`config.mk`:
```
export PLATFORM = sky130hd
export DESIGN_NAME = lcm_cell
export DESIGN_NICKNAME = d
export VERILOG_FILES = /design/src/lcm_pkg.sv /design/src/lcm_cell.sv /design/src/lcm_rst_sync.sv /design/src/lcm_tri_emu.sv
export SDC_FILE = /design/constraint.sdc
export NUM_CORES = 1
export LEC_CHECK = 0
export ABC_AREA = 0
export BUFFER_PORTS_ARGS = -buffer_cell sky130_fd_sc_hd__buf_2
export CAP_MARGIN = 20
export CELL_PAD_IN_SITES_DETAIL_PLACEMENT = 1
export CELL_PAD_IN_SITES_GLOBAL_PLACEMENT = 2
export CORE_MARGIN = 2
export CORE_UTILIZATION = 32
export DETAILED_ROUTE_END_ITERATION = 8
export HOLD_SLACK_MARGIN = 0.05
export PLACE_DENSITY_LB_ADDON = 0.1
export SETUP_SLACK_MARGIN = 0.15
export SYNTH_ARGS = -nofsm -noshare
export SYNTH_HDL_FRONTEND = slang
export SYNTH_SLANG_ARGS = --single-unit
```
`constraint.sdc`:
```
create_clock -name clk -period 3.9 [get_ports clk]
set_input_delay 0.39 -clock clk [delete_from_list [all_inputs] [get_ports clk]]
set_output_delay 0.39 -clock clk [all_outputs]
set_load 0.03 [all_outputs]
```
`src/lcm_pkg.sv`:
```
// Shared constants, register layout and types of the logic cell.
// Assumes a 32-bit Avalon-MM slave port with byte addresses.
package lcm_pkg;

   localparam int             AVS_AW    = 4;
   localparam int             AVS_DW    = 32;
   localparam logic [3:0]     OFS_CFG   = 4'h0;
   localparam logic [3:0]     OFS_MASK  = 4'h4;
   localparam logic [3:0]     OFS_STAT  = 4'h8;
   localparam int             LUT_W     = 16;
   localparam logic [15:0]    MASK_RST  = 16'h0000;
   // Full adder: sum in low half, carry in high half
   localparam logic [15:0]    ADD_MASK  = 16'hE896;
   localparam int             TRI_N     = 4;
   localparam int             SYNC_LEN  = 2;

   typedef enum logic [1:0] {
      LCM_NORMAL,
      LCM_ARITH,
      LCM_COUNT
   } lcm_mode_t;

   // Configuration word, bit 0 upward from mode
   typedef struct packed {
      logic      load_hold;
      logic      fast_fb;
      logic      first_cell;
      logic      cnt_dir;
      logic      preset_mode;
      logic      clr_use;
      logic      clr_src;
      logic      reg_out;
      logic      casc_en;
      logic      cin_sel;
      lcm_mode_t mode;
   } lcm_cfg_t;

   localparam int       CFG_W   = $bits(lcm_cfg_t);
   localparam lcm_cfg_t CFG_RST = '0;

   typedef struct packed {
      logic tri_out;
      logic casc_out;
      logic carry_out;
      logic fn_out;
      logic q;
   } lcm_stat_t;

   localparam int STAT_W = $bits(lcm_stat_t);

   function automatic logic lcm_lut(input logic [15:0] mask,
                                    input logic [3:0]  sel);
      return mask[sel];
   endfunction

endpackage

```
`src/lcm_cell.sv`:
```
// One configurable logic cell with register bank on Avalon-MM.
// Assumes neighbour cells drive carry and cascade inputs, and
// that group clear, preset, sync clear and load are shared.
//
// How it works
// - One of normal, arithmetic, counter modes
// - Seven inputs: four data, feedback, carry, cascade
// - Clock, clears and load come from group
// - Normal: one 4-input table, carry or c
// - Normal: table output ANDed with cascade chain
// - Arithmetic: first 3-input table makes sum
// - Arithmetic: second table makes carry, cascade kept
// - Counter: enable or direction from data inputs
// - Counter: count table, carry table, mux, AND; here fixed count and carry logic, mask unused
// - Sync clear or load beats cascade value
// - Sync clear beats sync load
// - Load of own output holds the count
// - Second cell: carry from own register
// - Bus emulation: contention low, idle high
// - Either group control line drives clear/preset
// - Async clear doubles as preset, set statically
// - Clear lines active low, unused held high
// - First group cell stays out of carry
// - Carry feeds table and next carry logic
//
// Design decisions made here: the Avalon-MM slave port and the register offsets.
`timescale 1ns/10ps
module lcm_cell
   import lcm_pkg::*;
(
   input  wire logic                clk,
   input  wire logic                rstn,
   input  wire logic                ce,
   input  wire logic [AVS_AW-1:0]   avs_address,
   input  wire logic                avs_read,
   input  wire logic                avs_write,
   input  wire logic [AVS_DW-1:0]   avs_writedata,
   input  wire logic [3:0]          avs_byteenable,
   output logic      [AVS_DW-1:0]   avs_readdata,
   output logic                     avs_waitrequest,
   input  wire logic                operand_in_a,
   input  wire logic                operand_in_b,
   input  wire logic                operand_in_c,
   input  wire logic                operand_in_d,
   input  wire logic                carry_in,
   input  wire logic                casc_in,
   input  wire logic                group_ctrl_a,
   input  wire logic                group_ctrl_b,
   input  wire logic                group_sclr,
   input  wire logic                group_sload,
   input  wire logic [TRI_N-1:0]    tri_en,
   input  wire logic [TRI_N-1:0]    tri_dat,
   output logic                     tri_out,
   output logic                     carry_out,
   output logic                     casc_out,
   output logic                     cell_out,
   output logic                     reg_q
);

   logic                rst_n_s;
   logic                ack_r;
   logic                req;
   logic                wr_go;
   logic                rd_go;
   logic [AVS_DW-1:0]   rdata_r;
   logic [AVS_DW-1:0]   rd_word;
   lcm_cfg_t            cfg_r;
   logic [LUT_W-1:0]    mask_r;
   lcm_stat_t           stat;
   logic                clr_n;
   logic                cell_arst_n;
   logic                q_raw_r;
   logic                q_nxt;
   logic                cin_eff;
   logic                cnt_en;
   logic                cnt_up;
   logic                fn;
   logic                cy;
   logic                casc_val;
   logic                ld_val;

   lcm_rst_sync u_rst (
      .clk     (clk),
      .rstn    (rstn),
      .rst_n_s (rst_n_s)
   );

   lcm_tri_emu #(
      .N (TRI_N)
   ) u_tri (
      .en  (tri_en),
      .dat (tri_dat),
      .bus (tri_out)
   );

   // ---------------- Avalon-MM slave ----------------
   // Each access waits one cycle while ce stays high; simple and fixed
   assign req             = avs_read | avs_write;
   assign avs_waitrequest = req & ~ack_r;
   assign wr_go           = avs_write & ack_r;
   assign rd_go           = avs_read & ~ack_r;
   assign avs_readdata    = rdata_r;

   always_ff @(posedge clk or negedge rst_n_s) begin
      if (!rst_n_s) begin
         ack_r <= 1'b0;
      end else if (ce) begin
         ack_r <= req & ~ack_r;
      end
   end

   always_comb begin
      rd_word = '0;
      case (avs_address)
         OFS_CFG:  rd_word = AVS_DW'(cfg_r);
         OFS_MASK: rd_word = AVS_DW'(mask_r);
         OFS_STAT: rd_word = AVS_DW'(stat);
         default:  rd_word = '0;
      endcase
   end

   always_ff @(posedge clk or negedge rst_n_s) begin
      if (!rst_n_s) begin
         rdata_r <= '0;
      end else if (ce && rd_go) begin
         rdata_r <= rd_word;
      end
   end

   // Mode and options are meant to be set before use
   always_ff @(posedge clk or negedge rst_n_s) begin
      if (!rst_n_s) begin
         cfg_r <= CFG_RST;
      end else if (ce && wr_go && avs_address == OFS_CFG) begin
         if (avs_byteenable[0]) begin
            cfg_r[7:0] <= avs_writedata[7:0];
         end
         if (avs_byteenable[1]) begin
            cfg_r[CFG_W-1:8] <= avs_writedata[CFG_W-1:8];
         end
      end
   end

   always_ff @(posedge clk or negedge rst_n_s) begin
      if (!rst_n_s) begin
         mask_r <= MASK_RST;
      end else if (ce && wr_go && avs_address == OFS_MASK) begin
         if (avs_byteenable[0]) begin
            mask_r[7:0] <= avs_writedata[7:0];
         end
         if (avs_byteenable[1]) begin
            mask_r[15:8] <= avs_writedata[15:8];
         end
      end
   end

   assign stat = '{tri_out:   tri_out,
                   casc_out:  casc_out,
                   carry_out: carry_out,
                   fn_out:    casc_val,
                   q:         reg_q};

   // ---------------- Clear and preset ----------------
   // Selected group line, the other one treated as high
   always_comb begin
      if (!cfg_r.clr_use) begin
         clr_n = 1'b1;
      end else if (cfg_r.clr_src) begin
         clr_n = group_ctrl_b;
      end else begin
         clr_n = group_ctrl_a;
      end
   end

   // Gating the reset path; the selection is static in use
   assign cell_arst_n = rst_n_s & clr_n;

   // Preset is a clear of the inverted stored value
   always_ff @(posedge clk or negedge cell_arst_n) begin
      if (!cell_arst_n) begin
         q_raw_r <= 1'b0;
      end else if (ce) begin
         q_raw_r <= q_nxt ^ cfg_r.preset_mode;
      end
   end

   assign reg_q = q_raw_r ^ cfg_r.preset_mode;

   // ---------------- Datapath ----------------
   always_comb begin
      if (cfg_r.first_cell) begin
         cin_eff = 1'b0;
      end else if (cfg_r.fast_fb && cfg_r.mode == LCM_COUNT) begin
         cin_eff = reg_q;
      end else begin
         cin_eff = carry_in;
      end
   end

   // Only one of enable or direction is taken from the input
   assign cnt_en = cfg_r.cnt_dir ? 1'b1 : operand_in_a;
   assign cnt_up = cfg_r.cnt_dir ? operand_in_a : 1'b1;

   always_comb begin
      fn = 1'b0;
      cy = 1'b0;
      case (cfg_r.mode)
         LCM_NORMAL: begin
            fn = lcm_lut(mask_r, {operand_in_d,
                                  cfg_r.cin_sel ? cin_eff
                                                : operand_in_c,
                                  operand_in_b,
                                  operand_in_a});
         end
         LCM_ARITH: begin
            fn = lcm_lut(mask_r, {1'b0, cin_eff,
                                  operand_in_b,
                                  operand_in_a});
            cy = lcm_lut(mask_r, {1'b1, cin_eff,
                                  operand_in_b,
                                  operand_in_a});
         end
         LCM_COUNT: begin
            fn = reg_q ^ (cin_eff & cnt_en);
            cy = cin_eff & cnt_en
                 & (cnt_up ? reg_q : ~reg_q);
         end
         default: begin
            fn = 1'b0;
            cy = 1'b0;
         end
      endcase
   end

   assign casc_val  = cfg_r.casc_en ? (fn & casc_in) : fn;
   assign casc_out  = casc_val;
   assign carry_out = cfg_r.first_cell ? 1'b0 : cy;

   assign ld_val = cfg_r.load_hold ? reg_q : operand_in_b;

   // Load mux, then the clearing AND gate
   always_comb begin
      if (group_sclr) begin
         q_nxt = 1'b0;
      end else if (group_sload) begin
         q_nxt = ld_val;
      end else begin
         q_nxt = casc_val;
      end
   end

   // Comb path when the register is bypassed
   assign cell_out = cfg_r.reg_out ? reg_q : casc_val;
endmodule

```
`src/lcm_rst_sync.sv`:
```
// Reset release synchroniser for the logic cell.
// Assumes rstn may fall at any time; release is timed to clk.
`timescale 1ns/10ps
module lcm_rst_sync
   import lcm_pkg::*;
(
   input  wire logic clk,
   input  wire logic rstn,
   output logic      rst_n_s
);

   logic [SYNC_LEN-1:0] sync_r;

   // Not gated by the clock enable, so reset can always end
   always_ff @(posedge clk or negedge rstn) begin
      if (!rstn) begin
         sync_r <= '0;
      end else begin
         sync_r <= {sync_r[SYNC_LEN-2:0], 1'b1};
      end
   end

   assign rst_n_s = sync_r[SYNC_LEN-1];

endmodule

```
`src/lcm_tri_emu.sv`:
```
// Selector that stands in for an internal three-state bus.
// Assumes every enable and data bit is synchronous to the clock.
`timescale 1ns/10ps
module lcm_tri_emu
   import lcm_pkg::*;
#(
   parameter int N = TRI_N
)(
   input  wire logic [N-1:0] en,
   input  wire logic [N-1:0] dat,
   output logic              bus
);

   if (N < 2) begin : g_chk
      $error("lcm_tri_emu needs at least two drivers");
   end

   int unsigned n_on;

   // Contention resolves low, an idle bus high
   always_comb begin
      n_on = $countones(en);
      if (n_on == 0) begin
         bus = 1'b1;
      end else if (n_on > 1) begin
         bus = 1'b0;
      end else begin
         bus = |(en & dat);
      end
   end

endmodule

```
==> metrics.txt, run 1 <==
GRT Overall Usage 16.2%; min-delay worst type in2async; Syn-to-layout area delta 18.4%; cell row count 33; Initial Utilization 33.2%; # diodes 0; vias in the first global route 2142; wire length per cell 16.9 µm; Max IR drop VDD 0.000176 V; crit path capture cell_out; status complete, no violations; fmax 303 MHz; post-placement cell area 3110 µm²; Post-DP HPWL 5.60 mm; sequential share of the synthesized area 43.8%; CTS sink cnt 48; internal power 0.000843 W; most instantiated cells after synthesis dfrtp_1 (48), nand2_1 (30), mux2_2 (28), buf_4 (16), o21ai_0 (16); combinational power share 22.1%; crit-path max FO 5; minimum clock period 3.30 ns; I/O pin cnt 101; mean post-synth cell area 11.0 µm²; Reg clk slew, reported paths 0.09 ns; post-synth top area share 43.8%; finished layout cell area 3250 µm²; via count 2089; pin count of the biggest net entering global routing 47; setup repair bufs after CTS 0; sw frac 31.3%; drt first-iter violations 50; DRC Markers 0; CTS tree built; Post-Route WL 7.11 mm; Layout Nets 386; Die H 96.6 µm; Fin. Hold Viols 0; Post-DRT Antenna Nets 0; setup_tns 0 ns; reg2reg end avs_readdata[3]; crit start category register; Setup Viol. Count Final 0; clock power share 29.9%; Netlist cell types 48; first-pass GRT wire length 11.3 mm; Area contributors post-synth dfrtp_1 (44%), mux2_2 (12%), mux2i_1 (4.4%), buf_4 (4.4%), nand2_1 (4.1%); Core Box Area 8260 µm²; clk_lat worst skew 0.31 ns; clk buf depth 2; fraction of registers with async set/reset 100%; root buffer cell clkbuf_8; Worst EP required 3.51 ns; top-count cell post-synth dfrtp_1; Syn. warnings 0; FF-to-FF path depth 8; Die X 96.6 µm; initial antenna violation count 0; total of max-cap violations 0; Mapped Cells 250; grt total ovfl 0; Final Total Pwr 0.00123 W; CP endpoint kind output port; worst r2r src cfg_r[0]; vias per cell 4.96; Power Dens Cells 378 nW/µm²; Relative slew margins 42.9%; H-tree depth 2; switching pwr 0.000383 W; CP startpoint cfg_r[0]; Cell Area, Synth 2740 µm²; Post-synth EDFFs 0; period utilization 84.6%; Buffers on Ports 66; flop2flop setup slack 1.34 ns; Slew Limit Fails 0; GPL Wtd Cong 0.830; Worst Clk Skew 0.00811 ns; Primary FF master, synth dfrtp_1; die area 9320 µm²; Worst Max-Slew Pin Slew 0.856 ns; number of synthesized register bits 48; arrival time at the worst endpoint 2.91 ns; WS Path Type reg2out; P_leak 1.60 nW; share of layout cells above drive strength 1 38.3%; Detailed Routing Iterations Pass 1 4; Num CTS Buffers 5; unrepaired setup endpoints after global routing false; share of power burned in registers 48.1%; top cell type by total area after synthesis dfrtp_1
logic make-up (layout without fill, tap and decap cells):
| logic type | Yosys count | count (layout) | synth area share (%) |
|---|---|---|---|
| compound gates | 46 | 46 | 12.1 |
| xor+xnor | 2 | 2 | 0.913 |
| fa+ha+maj | 8 | 8 | 3.93 |
| buf+inv | 37 | 88 | 7.58 |
| flops | 48 | 48 | 43.8 |
| mux | 45 | 45 | 20.1 |
| other cells | 2 | 17 | 0.274 |
| simple gates | 62 | 62 | 11.2 |
repair_timing:
action / CTS / global route
endpoints found under the hold margin: 2 / 0
hold buffers: 1 / 0
resized for setup: 0 / 0
sequential cells by signal, summed over array words and instances, names as in the netlist:
name and cells:
q_raw_r 1, avs_readdata 16, mask_r 16, cfg_r 12, u_rst.sync_r 2, ack_r 1
cells in the final DEF (no fill, tap or decap), types with 4 or more instances in the layout:
cell | synthesis | final
dfrtp_1 | 48 | 47
conb_1 | 2 | 17
clkbuf_8 | 0 | 5
inv_1 | 10 | 10
nand2_1 | 30 | 30
mux4_2 | 4 | 4
nor2_1 | 12 | 12
buf_2 | 1 | 66
mux2i_1 | 12 | 12
ha_1 | 7 | 7
o21ai_0 | 16 | 16
mux2_2 | 28 | 28
nand3b_1 | 4 | 4
a22oi_1 | 10 | 10
stage by stage:
| step | setup WS [ns] | std cells | hold slack (ns) | utilization (%) |
|---|---|---|---|---|
| finish | 0.601 | 421 | 0.0713 | 39.3 |
| global route | 0.387 | 421 | 0.0832 | 39.3 |
| CTS | 0.558 | 420 | 0.0756 | 39.1 |
| detailed placement | 0.909 | 411 | 0.177 | 37.6 |
| global placement | 0.875 | 411 | 0.175 | 37.6 |
| floorplan | 1.38 | 265 | 0.0944 | - |
area by class of cell:
| cell class | count | area, µm² |
|---|---|---|
| Fill cell | 962 | 5010 |
| Multi-Input combinational cell | 180 | 1390 |
| Sequential cell | 48 | 1200 |
| Timing Repair Buffer | 70 | 375 |
| Tap cell | 105 | 131 |
| Clock buffer | 5 | 68.8 |
| Clock inverter | 3 | 42.5 |
| Inverter | 10 | 37.5 |
power by group through the flow:
stage / registers (W) / logic (W) / clock network (W)
after global placement: 0.000605 / 0.000263 / 0
after CTS: 0.000597 / 0.000268 / 0.000378
final: 0.000589 / 0.000271 / 0.000366
after global routing: 0.000599 / 0.000301 / 0.000397
after detailed placement: 0.000607 / 0.000266 / 0
after floorplan: 0.000591 / 0.000198 / 0
layer usage:
metal | routed length, µm | GRT usage [%] | part of all wire, %
met4 | 102 | 4.69 | 1.4
met3 | 350 | 2.95 | 4.9
met2 | 3360 | 26.3 | 47
met1 | 3300 | 22.3 | 46
met5 | 0 | 0 | 0
worst max-delay path, cell delays in order (launching register included):
cell	delay, ns
dfrtp_1	0.40
inv_1	0.09
ha_1	0.26
and2_1	0.20
a211oi_1	0.46
mux2i_1	0.27
nor2_1	0.10
nor3_2	0.44
mux2i_1	0.16
buf_2	0.22
worst min-delay path by stage:
stage / from / endpoint / cells past startpoint
3_5_place_dp: rstn / u_rst.sync_r[0] / 1
2_1_floorplan: rstn / u_rst.sync_r[0] / 0
5_1_grt: group_ctrl_a / q_raw_r / 3
3_3_place_gp: rstn / u_rst.sync_r[0] / 1
4_1_cts: group_ctrl_a / q_raw_r / 3
6_report: group_ctrl_a / q_raw_r / 3
No activity file was read; power rests on OpenSTA's default activity.
==> run 2: changes to the inputs <==
--- a/config.mk
+++ b/config.mk
@@ -11,7 +11,7 @@
 export CELL_PAD_IN_SITES_DETAIL_PLACEMENT = 1
 export CELL_PAD_IN_SITES_GLOBAL_PLACEMENT = 2
 export CORE_MARGIN = 2
-export CORE_UTILIZATION = 32
+export CORE_UTILIZATION = 27
 export DETAILED_ROUTE_END_ITERATION = 8
 export HOLD_SLACK_MARGIN = 0.05
 export PLACE_DENSITY_LB_ADDON = 0.1
==> constraint.sdc (replaced) <==
create_clock -name clk -period 2.89 [get_ports clk]
set_input_delay 0.289 -clock clk [delete_from_list [all_inputs] [get_ports clk]]
set_output_delay 0.289 -clock clk [all_outputs]
set_load 0.03 [all_outputs]
==> run 2 against run 1 <==
  * Utilization fell by 4.3 points
  * Clock skew down 0.0015 ns
  * Non-clock buffer count increased by 12
  * Routed wire length grew 5.5%
  * Die area increased by 18%
  * Global-route usage shrank 1.7 points
  * Sequential cell count unchanged
  * Total power rose by 41%
  * Critical endpoint unchanged
==> metrics.txt, run 2 (same netlist as run 1, synthesis figures left out) <==
# diodes 0 (unchanged); vias in the first global route 2297 (+7.2%); crit-path max FO 4 (-1); Max IR drop VDD 0.000238 V (+35%); status complete, no violations; drt first-iter violations 101 (+100%); Detailed Routing Iterations Pass 1 4 (unchanged); Power Dens Cells 503 nW/µm² (+33%); grt total ovfl 0 (unchanged); via count 2114 (+1.2%); Core Box Area 9820 µm² (+19%); fmax 385 MHz; clk_lat worst skew 0.31 ns (about the same); DR WL met3 344 µm (-1.7%); Num CTS Buffers 5 (unchanged); Buffers on Ports 66 (unchanged); CP max-delay cell mux4_2; Post-DP HPWL 5.95 mm (+6.2%); CTS tree built; Slew Limit Fails 0 (unchanged); CTS sink cnt 48 (unchanged); vias per cell 4.59 (-7.6%); wl on met1 3.63 mm (+9.9%); I/O pin cnt 101 (unchanged); CP endpoint kind output port; commonest non-fill, non-tap cell in the layout buf_2; Setup Viol. Count Final 0 (unchanged); Relative slew margins 48.7% (+5.8 points); pin count of the biggest net entering global routing 37 (-21%); WS Path Type reg2out; CP max stage delay 0.46 ns (about the same); clk buf depth 2 (unchanged); Worst Clk Skew 0.00662 ns (-0.00149 ns); DRC Markers 0 (unchanged); Reg clk slew, reported paths 0.10 ns (about the same); GRT Overall Usage 14.5% (-1.7 points); share of layout cells above drive strength 1 42.1% (+3.8 points); P_leak 1.65 nW (+3.4%); Syn-to-layout area delta 25.3%; Initial Utilization 27.9% (-5.3 points); wire length per cell 16.3 µm (-3.7%); minimum clock period 2.60 ns; die area 11000 µm² (+18%); unrepaired setup endpoints after global routing false; Final Non-Filler Cells 461 (+9.5%); initial antenna violation count 0 (unchanged); H-tree depth 2 (unchanged); Final Total Pwr 0.00173 W (+41%); GPL Wtd Cong 0.761 (-8.4%); minimum hold slack 0.199 ns (+0.127 ns); crit start category register; root buffer cell clkbuf_8; most frequent cells in the layout buf_2 (65), dfrtp_1 (46), nand2_1 (30); setup_tns 0 ns (unchanged); first-pass GRT wire length 12.5 mm (+11%); Max Used Layer met4; Layout Nets 398 (+3.1%); Fin. Hold Viols 0 (unchanged); Worst EP required 2.60 ns (-0.91 ns); placed cell count 447 (+8.8%); Die H 105 µm (+8.5%); arrival time at the worst endpoint 2.31 ns (-0.60 ns); cell row count 36 (+9.1%); met2 WL 3.46 mm (+3.2%); min-delay worst type in2reg; Layout Utilization 35.0% (-4.3 points); Post-DRT Antenna Nets 0 (unchanged); period utilization 89.8%; Worst Max-Slew Pin Slew 0.770 ns (-0.0868 ns); Post-Route WL 7.51 mm (+5.5%); total of max-cap violations 0 (unchanged); Die X 105 µm (+8.5%); CP cell instances mux4_2, mux2_2, o21a_1, o211a_1, nor3_4, mux2i_1, buf_4
## run 2: cell types whose count changed in the layout (fill, tap and decap cells not counted), sizes merged
cell,before,now
clkinv,1,0
dlygate4sd3,1,3
buf,69,79
inv,10,11
## run 2: stage by stage
stage	cell area, µm²	worst slack, ns
2_1_floorplan	2800	0.468
3_3_place_gp	3200	0.323
3_5_place_dp	3200	0.284
4_1_cts	3380	0.143
5_1_grt	3430	0.155
6_report	3430	0.294
## run 2: repair_timing
item,CTS,global route
cloned,0,0
setup endpoints to repair,3,3
resized for setup,3,12
hold buffers,3,0
endpoints found under the hold margin,3,0
pin swaps,0,5
buffers inserted,2,1
## run 2: worst max-delay path: cells and delay by family (launching register included)
kind	cells	cell delay, ns
mux	3	0.85
flops	1	0.45
compound gates	2	0.35
simple gates	1	0.17
buf+inv	1	0.17
## run 2: final cells by class
class / count / area [µm²]
Fill cell: 1163 / 6380
Multi-Input combinational cell: 180 / 1450
Sequential cell: 48 / 1200
Timing Repair Buffer: 82 / 460
Tap cell: 133 / 166
Clock buffer: 5 / 68.8
Clock inverter: 3 / 46.3
Inverter: 10 / 37.5
## run 2: per-layer routing
metal  vias to the layer above  GRT usage [%]
met1                      1033           19.8
met5                         -              0
met3                         6           2.93
met4                         0           2.86
li1                       1020              -
met2                        55           24.0
## run 2: final timing paths
kind	start	endpoint	slack (ns)	depth (start not counted)
worst max-delay path	mask_r[5]	cell_out	0.29	7
max in group asynchronous	group_ctrl_a	q_raw_r	1.71	5
worst min register to register	cfg_r[6]	q_raw_r	0.27	1
worst max register to register	mask_r[5]	q_raw_r	0.64	6
min in group asynchronous	cfg_r[6]	q_raw_r	0.27	1
worst min-delay path	avs_writedata[1]	cfg_r[1]	0.20	3
## run 2: report_power, final
part	switching (W)	leakage [nW]	internal, W
Combinational	0.000226	0.955	0.000187
Clock	0.000252	0.0548	0.000261
Sequential	0.0000744	0.639	0.000728
Total	0.000552	1.65	0.00118
